==> config.mk <==
export PLATFORM = sky130hd
export DESIGN_NAME = pta_tx_slot
export DESIGN_NICKNAME = d
export VERILOG_FILES = /design/src/shared/pta_pkg.sv /design/src/verilog/pta_tx_slot.sv /design/src/verilog/pta_sync.sv
export VERILOG_INCLUDE_DIRS = /design/src /design/src/shared
export SDC_FILE = /design/constraint.sdc
export NUM_CORES = 1
export LEC_CHECK = 0
export BUFFER_PORTS_ARGS = -buffer_cell sky130_fd_sc_hd__clkbuf_2
export CELL_PAD_IN_SITES_DETAIL_PLACEMENT = 1
export CELL_PAD_IN_SITES_GLOBAL_PLACEMENT = 1
export CORE_UTILIZATION = 40
export CTS_BUF_LIST = sky130_fd_sc_hd__clkbuf_4 sky130_fd_sc_hd__clkbuf_8
export DETAILED_ROUTE_END_ITERATION = 6
export PLACE_DENSITY_LB_ADDON = 0.25
export SETUP_SLACK_MARGIN = 0.2
export SLEW_MARGIN = 20
export SYNTH_ARGS = -nofsm -noshare
export SYNTH_HDL_FRONTEND = slang
export SYNTH_SLANG_ARGS = --single-unit
==> constraint.sdc <==
create_clock -name i_clk -period 4.4 [get_ports i_clk]
set_clock_uncertainty 0.05 [all_clocks]
set_input_delay 0.88 -clock i_clk [delete_from_list [all_inputs] [get_ports i_clk]]
set_output_delay 0.88 -clock i_clk [all_outputs]
set_load 0.005 [all_outputs]
==> src/shared/pta_defs.svh <==
// Constants of the PCM transmit slot assigner
`ifndef PTA_DEFS_SVH
`define PTA_DEFS_SVH

`define PTA_NCH          4
`define PTA_CTRL_OFF     8'h00
`define PTA_CHEN_OFF     8'h04
`define PTA_CMD_OFF      8'h08
`define PTA_STAT_OFF     8'h0c
`define PTA_RDBK_OFF     8'h10
`define PTA_CFG_OFF      8'h20
`define PTA_CMD_DEACT    8'h00
`define PTA_CMD_SOFTRST  8'h02
`define PTA_CMD_HWRESET  8'h04
`define PTA_CMD_ACT      8'h0e
`define PTA_CMD_RDSAMP   8'hcd
`define PTA_MCLK_8192    3'h0
`define PTA_CHEN_RST     4'hf
`define PTA_CS_RST_EDGES 5'h10
`define PTA_BCLK_MIN_KHZ 128
`define PTA_BCLK_MAX_KHZ 8192

`endif

==> src/shared/pta_pkg.sv <==
// Types of the PCM transmit slot assigner
package pta_pkg;

	typedef struct packed {
		logic       port_b;
		logic       port_a;
		logic [2:0] clk_slot;
		logic [6:0] slot;
	} pta_ch_cfg_s;

	typedef struct packed {
		logic [2:0] mclk_sel;
		logic [3:0] test;
		logic       tx_rise;
		logic       sig_mode;
		logic       linear;
		logic       ulaw;
	} pta_ctrl_s;

endpackage

==> src/verilog/pta_tx_slot.sv <==
// PCM highway transmit time-slot assigner with AHB-Lite registers
//
// Added by the designer: the AHB-Lite interface to the registers and the register addresses.
`timescale 1ns/1ps
`default_nettype none
`include "pta_defs.svh"
module pta_tx_slot
	import pta_pkg::*;
(
	input  wire logic        i_clk,                  // 200 MHz clock
	input  wire logic        i_sys_rst,              // Sync reset, high
	input  wire logic        hsel,                   // AHB select
	input  wire logic [31:0] haddr,                  // AHB address
	input  wire logic [1:0]  htrans,                 // AHB transfer type
	input  wire logic        hwrite,                 // AHB write
	input  wire logic [2:0]  hsize,                  // AHB size
	input  wire logic [31:0] hwdata,                 // AHB write data
	input  wire logic        hready,                 // AHB bus ready
	output logic             hreadyout,              // AHB slave ready
	output logic             hresp,                  // AHB response
	output logic      [31:0] hrdata,                 // AHB read data
	input  wire logic        i_bit_clk,              // Highway bit clock pin
	input  wire logic        i_frame_sync,           // Frame sync pin
	input  wire logic        i_hw_rst_n,             // Hardware reset pin
	input  wire logic        i_group_cs_n,           // Group chip select
	input  wire logic        i_control_serial_clock, // Control clock pin
	input  wire logic        i_mux_mode,             // Multiplexed mode strap
	input  wire logic [63:0] i_tx_sample,            // Samples, ch0 low
	input  wire logic [31:0] i_sig_byte,             // Signaling, ch0 low
	output logic             o_tx_port_a,            // Port A data
	output logic             o_tx_port_a_oe,         // Port A drive
	output logic             o_tx_port_b,            // Port B data
	output logic             o_tx_port_b_oe,         // Port B drive
	output logic             o_slot_drive_ind_a_n,   // Port A indicator
	output logic             o_slot_drive_ind_b_n,   // Port B indicator
	output logic [3:0]       o_channel_active_flag   // Active channels
);
	localparam int NCH = `PTA_NCH;

	logic [5:0]  pin_s;
	logic        bclk_s, fs_s, hwrst_n_s, cs_n_s, control_serial_clock_s, mux_s;
	logic        bclk_d1_q, control_serial_clock_d1_q;
	logic        rise_e, fall_e, upd_e;
	logic        dev_rst, grp_rst;
	logic [4:0]  cs_cnt_q;
	pta_ctrl_s   ctrl_q;
	pta_ch_cfg_s cfg_q [NCH];
	logic [3:0]  chen_q;
	logic [3:0]  act_q;
	logic [15:0] snap_q [NCH];
	logic [7:0]  sigb_q [NCH];
	logic [15:0] rdbk_q;
	logic [10:0] bit_cnt_q;
	logic [10:0] frame_len_q;
	logic [10:0] npos;
	logic        lin_eff;
	logic [NCH-1:0] drv_a, drv_b, bit_v;
	logic        tx_a_d, tx_b_d;
	logic        we_q;
	logic [7:0]  aw_q;
	logic        acc;
	logic        cmd_we;
	logic [7:0]  cmd_op;
	logic [1:0]  cmd_ch;

	pta_sync #(.W(6)) u_sync (
		.i_clk     (i_clk),
		.i_sys_rst (i_sys_rst),
		.i_rst_val (6'h0c),
		.i_async   ({i_mux_mode, i_control_serial_clock, i_group_cs_n,
		              i_hw_rst_n, i_frame_sync, i_bit_clk}),
		.o_sync    (pin_s)
	);
	assign bclk_s    = pin_s[0];
	assign fs_s      = pin_s[1];
	assign hwrst_n_s = pin_s[2];
	assign cs_n_s    = pin_s[3];
	assign control_serial_clock_s    = pin_s[4];
	assign mux_s     = pin_s[5];

	// Edge detectors read the second flop only
	always_ff @(posedge i_clk) begin
		if (i_sys_rst) begin
			bclk_d1_q <= 1'b0;
			control_serial_clock_d1_q <= 1'b0;
		end else begin
			bclk_d1_q <= bclk_s;
			control_serial_clock_d1_q <= control_serial_clock_s;
		end
	end
	assign rise_e = bclk_s & ~bclk_d1_q;
	assign fall_e = ~bclk_s & bclk_d1_q;
	assign upd_e  = ctrl_q.tx_rise ? rise_e : fall_e;

	// Group reset: select held low across 16 control clock rises
	always_ff @(posedge i_clk) begin
		if (i_sys_rst || cs_n_s) begin
			cs_cnt_q <= 5'h00;
		end else if (control_serial_clock_s && !control_serial_clock_d1_q && cs_cnt_q != `PTA_CS_RST_EDGES) begin
			cs_cnt_q <= cs_cnt_q + 5'h01;
		end
	end
	assign grp_rst = (cs_cnt_q == `PTA_CS_RST_EDGES);

	// Synced reset pin and select idle high, so no extra reset follows
	assign dev_rst = i_sys_rst | ~hwrst_n_s | grp_rst
		| (cmd_we && cmd_op == `PTA_CMD_HWRESET);

	// AHB-Lite: zero wait states, always OKAY
	assign hreadyout = 1'b1;
	assign hresp     = 1'b0;
	assign acc       = hsel & hready & htrans[1];
	assign cmd_we    = we_q && aw_q == `PTA_CMD_OFF;
	assign cmd_op    = hwdata[7:0];
	assign cmd_ch    = hwdata[9:8];

	function automatic logic [31:0] rd_mux(input logic [7:0] a);
		logic [31:0] r;
		int k;
		r = 32'h0;
		case (a)
			`PTA_CTRL_OFF: r = {21'h0, ctrl_q};
			`PTA_CHEN_OFF: r = {28'h0, chen_q};
			`PTA_STAT_OFF: r = {13'h0, frame_len_q, 3'h0, mux_s, act_q};
			`PTA_RDBK_OFF: r = {16'h0, rdbk_q};
			default: begin
				for (k = 0; k < NCH; k++) begin
					if (a == `PTA_CFG_OFF + 8'(4 * k)) begin
						r = {18'h0, cfg_q[k].port_b, cfg_q[k].port_a,
							1'b0, cfg_q[k].clk_slot, 1'b0, cfg_q[k].slot};
					end
				end
			end
		endcase
		return r;
	endfunction

	always_ff @(posedge i_clk) begin
		if (i_sys_rst) begin
			we_q <= 1'b0;
			aw_q <= 8'h00;
		end else begin
			we_q <= acc & hwrite;
			aw_q <= {haddr[7:2], 2'b00};
		end
	end

	always_ff @(posedge i_clk) begin
		if (i_sys_rst) begin
			hrdata <= 32'h0;
		end else if (acc && !hwrite) begin
			hrdata <= rd_mux({haddr[7:2], 2'b00});
		end
	end

	// Control and channel enable registers
	always_ff @(posedge i_clk) begin
		if (dev_rst) begin
			ctrl_q.ulaw     <= 1'b0;
			ctrl_q.test     <= 4'h0;
			ctrl_q.linear   <= 1'b0;
			ctrl_q.sig_mode <= 1'b0;
			ctrl_q.tx_rise  <= 1'b0;
			ctrl_q.mclk_sel <= `PTA_MCLK_8192;
			chen_q          <= `PTA_CHEN_RST;
		end else if (we_q && aw_q == `PTA_CTRL_OFF) begin
			ctrl_q <= hwdata[10:0];
		end else if (we_q && aw_q == `PTA_CHEN_OFF) begin
			chen_q <= hwdata[3:0];
		end
	end

	// Channel state follows commands
	always_ff @(posedge i_clk) begin
		if (dev_rst) begin
			act_q <= 4'h0;
		end else if (cmd_we && cmd_op == `PTA_CMD_ACT) begin
			act_q <= act_q | chen_q;
		end else if (cmd_we && (cmd_op == `PTA_CMD_DEACT
				|| cmd_op == `PTA_CMD_SOFTRST)) begin
			act_q <= act_q & ~chen_q;
		end
	end
	assign o_channel_active_flag = act_q;

	always_ff @(posedge i_clk) begin
		if (dev_rst) begin
			rdbk_q <= 16'h0;
		end else if (cmd_we && cmd_op == `PTA_CMD_RDSAMP) begin
			rdbk_q <= snap_q[cmd_ch];
		end
	end

	// Frame position counter in bit clock periods
	always_ff @(posedge i_clk) begin
		if (dev_rst) begin
			bit_cnt_q   <= 11'h0;
			frame_len_q <= 11'h0;
		end else if (upd_e) begin
			bit_cnt_q <= npos;
			if (fs_s) begin
				frame_len_q <= bit_cnt_q + 11'h1;
			end
		end
	end
	assign npos = fs_s ? 11'h0 : bit_cnt_q + 11'h1;

	// Linear not offered in the multiplexed interface mode
	assign lin_eff = ctrl_q.linear & ~mux_s;

	genvar g;
	generate
		for (g = 0; g < NCH; g++) begin : g_ch
			logic [10:0] base, d;
			logic [7:0]  last_b;
			logic [2:0]  rem;
			logic [15:0] word;
			logic        wide, in_win, frac;

			always_ff @(posedge i_clk) begin
				if (dev_rst) begin
					cfg_q[g].slot     <= 7'(g);
					cfg_q[g].clk_slot <= 3'h0;
					cfg_q[g].port_a   <= 1'b1;
					cfg_q[g].port_b   <= 1'b0;
				end else if (we_q && aw_q == `PTA_CFG_OFF + 8'(4 * g)) begin
					cfg_q[g].slot     <= hwdata[6:0];
					cfg_q[g].clk_slot <= hwdata[10:8];
					cfg_q[g].port_a   <= hwdata[12];
					cfg_q[g].port_b   <= hwdata[13];
				end
			end

			// Sample is frozen per frame; a slot at position 0 takes its first bit from the previous frame's sample
			always_ff @(posedge i_clk) begin
				if (dev_rst) begin
					snap_q[g] <= 16'h0;
					sigb_q[g] <= 8'h0;
				end else if (upd_e && fs_s) begin
					snap_q[g] <= i_tx_sample[16*g +: 16];
					sigb_q[g] <= i_sig_byte[8*g +: 8];
				end
			end

			assign base   = {1'b0, cfg_q[g].slot, 3'b000}
				+ {8'h00, cfg_q[g].clk_slot};
			assign d      = npos - base;
			assign wide   = lin_eff | ctrl_q.sig_mode;
			assign word   = lin_eff ? snap_q[g]
				: {snap_q[g][7:0], ctrl_q.sig_mode ? sigb_q[g] : 8'h00};
			assign in_win = (npos >= base)
				&& (d < (wide ? 11'd16 : 11'd8));
			assign rem    = frame_len_q[2:0];
			assign last_b = frame_len_q[10:3] - 8'h01;
			assign frac   = (rem != 3'h0) && (cfg_q[g].clk_slot > rem)
				&& ({1'b0, cfg_q[g].slot} == last_b)
				&& (npos >= frame_len_q - {8'h00, rem})
				&& (npos < frame_len_q);
			assign bit_v[g] = word[4'hf - d[3:0]];
			assign drv_a[g] = act_q[g] & cfg_q[g].port_a & (in_win | frac);
			assign drv_b[g] = act_q[g] & cfg_q[g].port_b & (in_win | frac);
		end
	endgenerate

	// Lowest channel wins if two are mis-programmed onto one slot
	always_comb begin
		tx_a_d = 1'b0;
		tx_b_d = 1'b0;
		for (int k = NCH - 1; k >= 0; k--) begin
			if (drv_a[k]) begin
				tx_a_d = bit_v[k];
			end
			if (drv_b[k]) begin
				tx_b_d = bit_v[k];
			end
		end
	end

	always_ff @(posedge i_clk) begin
		if (dev_rst) begin
			o_tx_port_a    <= 1'b0;
			o_tx_port_b    <= 1'b0;
			o_tx_port_a_oe <= 1'b0;
			o_tx_port_b_oe <= 1'b0;
		end else if (upd_e) begin
			o_tx_port_a    <= tx_a_d;
			o_tx_port_b    <= tx_b_d;
			o_tx_port_a_oe <= |drv_a;
			o_tx_port_b_oe <= |drv_b;
		end
	end
	assign o_slot_drive_ind_a_n = ~o_tx_port_a_oe;
	assign o_slot_drive_ind_b_n = ~o_tx_port_b_oe;

	a_ind_tracks_drive: assert property (
		@(posedge i_clk) disable iff (i_sys_rst)
		o_slot_drive_ind_a_n == !o_tx_port_a_oe
		&& o_slot_drive_ind_b_n == !o_tx_port_b_oe)
		else $error("indicator differs from drive");

	a_standby_quiet: assert property (
		@(posedge i_clk) disable iff (i_sys_rst)
		upd_e && act_q == 4'h0 |=> !o_tx_port_a_oe && !o_tx_port_b_oe)
		else $error("standby channels drive the highway");

	a_frame_zero: assert property (
		@(posedge i_clk) disable iff (dev_rst)
		upd_e && fs_s |=> bit_cnt_q == 11'h0)
		else $error("frame sync did not restart slot zero");

	a_bit_advance: assert property (
		@(posedge i_clk) disable iff (dev_rst)
		upd_e && !fs_s |=> bit_cnt_q == $past(bit_cnt_q) + 11'h1)
		else $error("bit position did not advance");

	a_out_hold: assert property (
		@(posedge i_clk) disable iff (dev_rst)
		!upd_e |=> $stable(o_tx_port_a) && $stable(o_tx_port_a_oe))
		else $error("port changed away from chosen edge");

	a_reset_defaults: assert property (
		@(posedge i_clk)
		$past(i_sys_rst) |-> !ctrl_q.ulaw && ctrl_q.test == 4'h0
		&& ctrl_q.mclk_sel == `PTA_MCLK_8192 && !ctrl_q.tx_rise)
		else $error("control defaults wrong after reset");

	a_chan_defaults: assert property (
		@(posedge i_clk)
		$past(i_sys_rst) |-> act_q == 4'h0 && chen_q == 4'hf
		&& !ctrl_q.sig_mode)
		else $error("channel defaults wrong after reset");

	a_slot_defaults: assert property (
		@(posedge i_clk)
		$past(i_sys_rst) |-> cfg_q[3].slot == 7'h3
		&& cfg_q[1].slot == 7'h1 && cfg_q[2].clk_slot == 3'h0
		&& cfg_q[0].port_a && !cfg_q[0].port_b)
		else $error("slot defaults wrong after reset");

	a_linear_gated: assert property (
		@(posedge i_clk) disable iff (i_sys_rst)
		mux_s |-> !lin_eff)
		else $error("linear coding in multiplexed mode");

	a_activate_sel: assert property (
		@(posedge i_clk) disable iff (i_sys_rst)
		!dev_rst && cmd_we && cmd_op == `PTA_CMD_ACT
		|=> act_q == ($past(act_q) | $past(chen_q)))
		else $error("activate touched unselected channels");

	a_readback: assert property (
		@(posedge i_clk) disable iff (i_sys_rst)
		!dev_rst && cmd_we && cmd_op == `PTA_CMD_RDSAMP
		|=> rdbk_q == $past(snap_q[cmd_ch]))
		else $error("readback not loaded with sample");

	a_group_reset: assert property (
		@(posedge i_clk) disable iff (i_sys_rst)
		grp_rst |=> act_q == 4'h0 && chen_q == 4'hf)
		else $error("group reset did not restore defaults");

endmodule // pta_tx_slot
`default_nettype wire

==> src/verilog/pta_sync.sv <==
// Two-flop synchroniser for pin inputs
`timescale 1ns/1ps
`default_nettype none
module pta_sync #(
	parameter int W = 1
) (
	input  wire logic         i_clk,     // System clock
	input  wire logic         i_sys_rst, // Synchronous reset
	input  wire logic [W-1:0] i_rst_val, // Value held in reset
	input  wire logic [W-1:0] i_async,   // Pin inputs
	output logic      [W-1:0] o_sync     // Synchronised levels
);
	logic [W-1:0] meta_q;

	always_ff @(posedge i_clk) begin
		if (i_sys_rst) begin
			meta_q <= i_rst_val;
			o_sync <= i_rst_val;
		end else begin
			meta_q <= i_async;
			o_sync <= meta_q;
		end
	end
endmodule // pta_sync
`default_nettype wire

# Word-level counts from Yosys, hierarchy flattened
# Memory sizes are Yosys's and may differ from the RTL's. A register that Yosys moved wholly into a read port is not among the register bits.
# Index checks and enable logic that the tools add are counted.
# classes
add_sub_neg	16
n_lt_le_gt_ge	18
n_eq_ne	23
mux	75
bitwise	64
reduce_logical	48
# ops
operator	count
2-to-1 mux 16 bit	8
one-hot mux 32 bit (4 select lines)	1
2-to-1 mux 32 bit	3
2-to-1 mux 8 bit	8
>= comparator 11 bit	5
adder 10 x 3 -> 11 bit	4
less-than comparator 11 bit	4
subtractor 11 bit	4
2-to-1 mux 1 bit	38
logical AND 1 bit	35
equality test 7 x 8 -> 1 bit	4
equality test 8 x 6 -> 1 bit (second input constant)	4
bitwise OR 1 bit	32
2-to-1 mux 7 bit	4
equality test 6 x 4 -> 1 bit (second input constant)	4
AND 1 bit	22
less-than comparator 4 x 5 -> 1 bit (second input constant)	4
binary-select mux 1 bit (select 4 bit)	4
equality test 8 x 3 -> 1 bit (second input constant)	2
equality test 8 x 4 -> 1 bit (second input constant)	2
zero test 8 bit	2
subtractor 4 bit (first input constant)	4
2-to-1 mux 14 bit	1
> comparator 3 bit	4
other kinds (27)	41
# totals
register_bits	105
mem_bits_rw	144
in_bits	176
elab_cells	270
n_memories	3
# memory_table
memory	depth	word_bits	rd	rd_ports_with_merged_regs	write_ports	line_no	text
snap_q	4	16	5	1	4	pta_tx_slot.sv:50	logic [15:0] snap_q [NCH];
cfg_q	4	12	4	0	4	pta_tx_slot.sv:47	pta_ch_cfg_s cfg_q [NCH];
sigb_q	4	8	4	0	4	pta_tx_slot.sv:51	logic [7:0] sigb_q [NCH];

# Depth between registers and ports, before layout
# logic_depth
word_depth	12
mapped_depth	18
ltp_nobuf	17

# Modules after synthesis
# Synthesis repeated with hierarchy kept, for this count alone.
# unflattened
hier_cells	1398
hier_area_um2	14931.8
# by_module_without_submodules
module	n_inst	cells_each	area_each_um2
pta_tx_slot	1	1373	14507.7
pta_sync	1	25	424.2

# Worst setup path after synthesis
# Ideal clock, no wire load.
# synth_timing
kind	register to register
start	register bit_cnt_q[0]
end	register o_tx_port_a
arrival_time_ns	3.851
required_time_ns	4.275
path_slack_ns	0.424
path_stages_with_launch	17
synth_period_minus_slack_ns	3.976
path_cell_list	dfxtp_1 ha_1 nor2b_1 fa_1 a21oi_1 nor2_1 o21ai_0 o21a_1 ha_1 a221oi_1 o211ai_1 a31oi_1 nand3_1 or4_4 a21o_1 mux2_4 a22oi_2
# synth_via
elab_chain_len	11
elab_cells_between_ends	52
# synth_rtl
item	line_no	text
start: declaration	pta_tx_slot.sv:53	logic [10:0] bit_cnt_q;
start signal: assignment	pta_tx_slot.sv:200	bit_cnt_q <= npos;
adder 11 x 1 -> 11 bit *	pta_tx_slot.sv:206	assign npos = fs_s ? 11'h0 : bit_cnt_q + 11'h1;
2-to-1 mux 11 bit *	pta_tx_slot.sv:206	
named net npos[1]	pta_tx_slot.sv:55	logic [10:0] npos;
parallel branches: the longest is 8 deep, another holds subtractor 11 bit	--	
2-to-1 mux 1 bit *	pta_tx_slot.sv:270	if (drv_a[k]) begin
end signal: assignment	pta_tx_slot.sv:286	o_tx_port_a <= tx_a_d;
end: declaration	pta_tx_slot.sv:30	output logic o_tx_port_a,
# Mark *: on every way through the listed nets, which the timed path passes. The select of a mux whose other input is x is not followed.
# A chain may end at the register's enable or synchronous reset.

# Final worst setup path
# layout_timing
start	register bit_cnt_q[0]
end	register o_tx_port_a
# layout_via
elab_chain_len	11
elab_cells_between_ends	52
# layout_rtl
item	line_no
adder 11 x 1 -> 11 bit *	pta_tx_slot.sv:206
2-to-1 mux 11 bit *	pta_tx_slot.sv:206
parallel branches: the longest is 8 deep, another holds subtractor 11 bit	--
2-to-1 mux 1 bit *	pta_tx_slot.sv:270
# Every way passes the cells marked *. The select of a mux whose other input is x is not followed.

==> flow_metrics.py <==
metrics = {
    "route": {
        "num_vias": 11600,
        "avgViaCountPerCell": 5.61,
        "wire_per_inst_um": 22.9,
        "first_iter_violations": 877,
        "routed_wl_mm": 47.4,
        "firstDrtPassIters": 5,
        "drc_errors": 0,
        "drtAntennaViolNets": 0,
    },
    "power_and_ir_drop": {
        "p_per_area_mw_per_mm2": 313,
        "max-vdd-ir-drop_v": 0.000181,
        "p_total_mw": 5.50,
        "p_leak_nw": 6.95,
    },
    "die": {
        "rows": 70,
        "io_pins": 220,
        "die_area_mm2": 0.0384,
        "initial_core_util_pct": 40.9,
        "die_h_um": 196,
        "dieWidth_um": 196,
        "coreArea_mm2": 0.0368,
    },
    "placed_design": {
        "routabilityCongestion": 0.909,
        "hpwl_mm": 37.5,
        "port_buffers": 155,
    },
    "critical_path": {
        "path_cells": "buf_4 -> or2_2 -> ha_1 -> inv_1 -> fa_1 -> a21oi_2 -> nor2_1 -> o21ai_0 -> o21a_1 -> ha_1 -> a221oi_1 -> o211ai_1 -> a31oi_1 -> nand3_1 -> or4_4 -> a21o_1 -> mux2_4 -> a22oi_2",
        "required_ns": 4.88,
        "cp_top_family": "compound AO/OA/AOI/OAI gates",
        "path_buf_inv": 2,
        "cp_data_arrival_time_ns": 4.54,
        "crit_fanout": 6,
        "slowest_delay_ns": 0.57,
        "critical_path.most_common_cell": "ha_1",
        "startpoint_type": "flop",
        "crit_path_end_kind": "flop",
        "cpMaxStageDelayCell": "or4_4",
        "critical_path_class": "flop to flop",
    },
    "global_route": {
        "grt_pass1_wl_mm": 71.1,
        "overflow": 0,
        "antenna_found_initial": 1,
        "grt_max_degree": 98,
        "first_global_vias": 11900,
        "grt_usage_pct": 24.9,
    },
    "flow_run": {
        "cap_viol_max_count": 0,
    },
    "clocking": {
        "clockBufferDepth": 3,
        "clk_latency_ns": 0.60,
        "cts_buffers": 43,
        "cts-htree-levels": 2,
        "clock-sinks": 250,
        "cts_tree": "built",
        "cts_root_buffer": "clkbuf_8",
        "clkTransAtPathRegs_ns": 0.07,
    },
    "sta": {
        "period_needed_ns": 4.06,
        "max-slew-margin-rel_pct": 32.7,
        "fmax_ghz": 0.246,
        "finalCritPeriodShare_pct": 92.3,
        "rsz0062_at_grt": "no",
        "report.final.slew_viol_count": 0,
        "worst_slew_pin_slew_ns": 0.999,
        "hold_viol": 0,
        "setup_viol": 0,
        "setup_tns_ns": 0,
    },
    "final_layout": {
        "final_common_cell": "clkbuf_2",
        "syn2layout_area_growth_pct": 16.7,
        "drive_gt1_share_pct": 25.3,
        "layout.nets": 1832,
        "mostFrequentLayoutCells": "clkbuf_2 (155), edfxtp_1 (144), and2_1 (138)",
        "antenna_cells": 0,
    },
    "run_status": {
        "outcome": "finished, final reports clean",
    },
    "synth": {
        "synthDistinctLibCells": 85,
        "syn_inst": 1390,
        "ys.flop_type": "edfxtp_1",
        "async_reset_ff_share_pct": 0,
        "synth_edf_count": 144,
        "seq_area_frac_synth_pct": 42.8,
        "syn_area_per_cell_um2": 10.8,
        "yosys_warnings": 0,
        "yosys_register_bits": 250,
        "netlist_area_mm2": 0.0150,
    },
    "hold_path": {
        "hp-class": "flop to flop",
    },
}
[power breakdown]
part | switching (mW) | internal, mW | leakage, nW
registers | 0.0645 | 2.55 | 2.34
logic | 0.289 | 0.241 | 4.12
clock network | 0.993 | 1.37 | 0.492
total | 1.35 | 4.15 | 6.95
[final cells by class]
| type | instances | area [um^2] |
|---|---|---|
| Sequential cell | 250 | 6450 |
| Multi-Input combinational cell | 991 | 8090 |
| Clock inverter | 16 | 214 |
| Timing Repair Buffer | 205 | 1180 |
| Tap cell | 468 | 586 |
| Fill cell | 4070 | 19200 |
| Clock buffer | 59 | 724 |
| Inverter | 82 | 310 |
[Yosys cell counts (6+ instances only)]
| cell type | number | share of area [%] |
|---|---|---|
| mux2i_1 | 48 | 3.2 |
| nand4_1 | 10 | 0.42 |
| buf_2 | 15 | 0.50 |
| ha_1 | 79 | 6.6 |
| nand2b_1 | 15 | 0.62 |
| nor2b_1 | 33 | 1.4 |
| nor2_1 | 94 | 2.3 |
| a21o_1 | 15 | 0.75 |
| a31oi_1 | 10 | 0.42 |
| nand2_1 | 76 | 1.9 |
| nor4_1 | 6 | 0.25 |
| xor2_1 | 24 | 1.4 |
| buf_4 | 17 | 0.85 |
| edfxtp_1 | 144 | 29 |
| clkbuf_1 | 41 | 1.0 |
| o21a_1 | 10 | 0.50 |
| a21oi_1 | 52 | 1.7 |
| nand3_1 | 21 | 0.70 |
| o21ai_0 | 42 | 1.4 |
| nor3_1 | 23 | 0.77 |
| and3_1 | 6 | 0.25 |
| mux4_2 | 67 | 10 |
| xnor2_1 | 38 | 2.2 |
| a22oi_1 | 19 | 0.95 |
| and2_1 | 138 | 5.7 |
| o211ai_1 | 9 | 0.45 |
| nor3b_1 | 6 | 0.30 |
| a211oi_1 | 17 | 0.85 |
| o22ai_1 | 14 | 0.58 |
| inv_1 | 82 | 2.0 |
| a221oi_1 | 6 | 0.35 |
| or2_2 | 8 | 0.33 |
| dfxtp_1 | 106 | 14 |
[sequential cells by signal (all words and copies together), names as in the netlist, named ones only]
signal / cells
snap_q: 64
cfg_q: 48
sigb_q: 32
hrdata: 19
rdbk_q: 16
bit_cnt_q: 11
ctrl_q: 11
frame_len_q: 11
aw_q: 6
u_sync.meta_q: 6
u_sync.o_sync: 6
cs_cnt_q: 5
chen_q: 4
bclk_d1_q: 1
control_serial_clock_d1_q: 1
o_tx_port_a: 1
o_tx_port_a_oe: 1
o_tx_port_b: 1
o_tx_port_b_oe: 1
we_q: 1
[logic make-up (layout without fill, tap and decap cells)]
| family | count (synthesis) | in the layout | share of synthesized area [%] |
|---|---|---|---|
| AND/OR/NAND/NOR | 468 | 468 | 17.0 |
| flip-flops | 250 | 250 | 42.8 |
| AO/OA/AOI/OAI | 243 | 243 | 10.9 |
| buffers and inverters | 162 | 362 | 4.74 |
| multiplexers | 117 | 117 | 13.4 |
| adder cells (fa/ha/maj) | 83 | 83 | 7.10 |
| XOR/XNOR | 65 | 65 | 4.02 |
| other | 2 | 15 | 0.0499 |
[through the flow]
step                      cell area, um^2  setup WS, ns  util, %  std cells  hold slack (ns)
after floorplan                     15100         0.424        -       1403            0.339
after global placement              16500         0.182     44.8       1993            0.343
after detailed placement            16500         0.135     44.8       1993            0.353
after CTS                           17400         0.206     47.3       2068            0.371
after global routing                17600         0.193     47.7       2071            0.373
final                               17600         0.341     47.7       2071            0.363
[repair_timing]
action | CTS | global route
buffers inserted | 0 | 3
hold buffers | 0 | 0
endpoints found under the setup margin | 4 | 4
pin swaps | 0 | 2
gates resized for setup | 4 | 24
[worst paths after layout]
kind | startpoint | endpoint | slack, ns | cells past startpoint
worst max register to register | bit_cnt_q[0] | o_tx_port_a | 0.34 | 18
worst min-delay path | u_sync.meta_q[2] | u_sync.o_sync[2] | 0.36 | 1
worst max-delay path | bit_cnt_q[0] | o_tx_port_a | 0.34 | 18
worst min register to register | u_sync.meta_q[2] | u_sync.o_sync[2] | 0.36 | 1
[routing by layer]
layer | routed length [um] | vias up | GRT usage, %
li1 | - | 5424 | -
met1 | 20400 | 5749 | 32.1
met2 | 22400 | 345 | 41.0
met3 | 2730 | 93 | 4.47
met4 | 1900 | 0 | 11.0
met5 | 0 | - | 0
No activity file was read; power rests on OpenSTA's default activity.
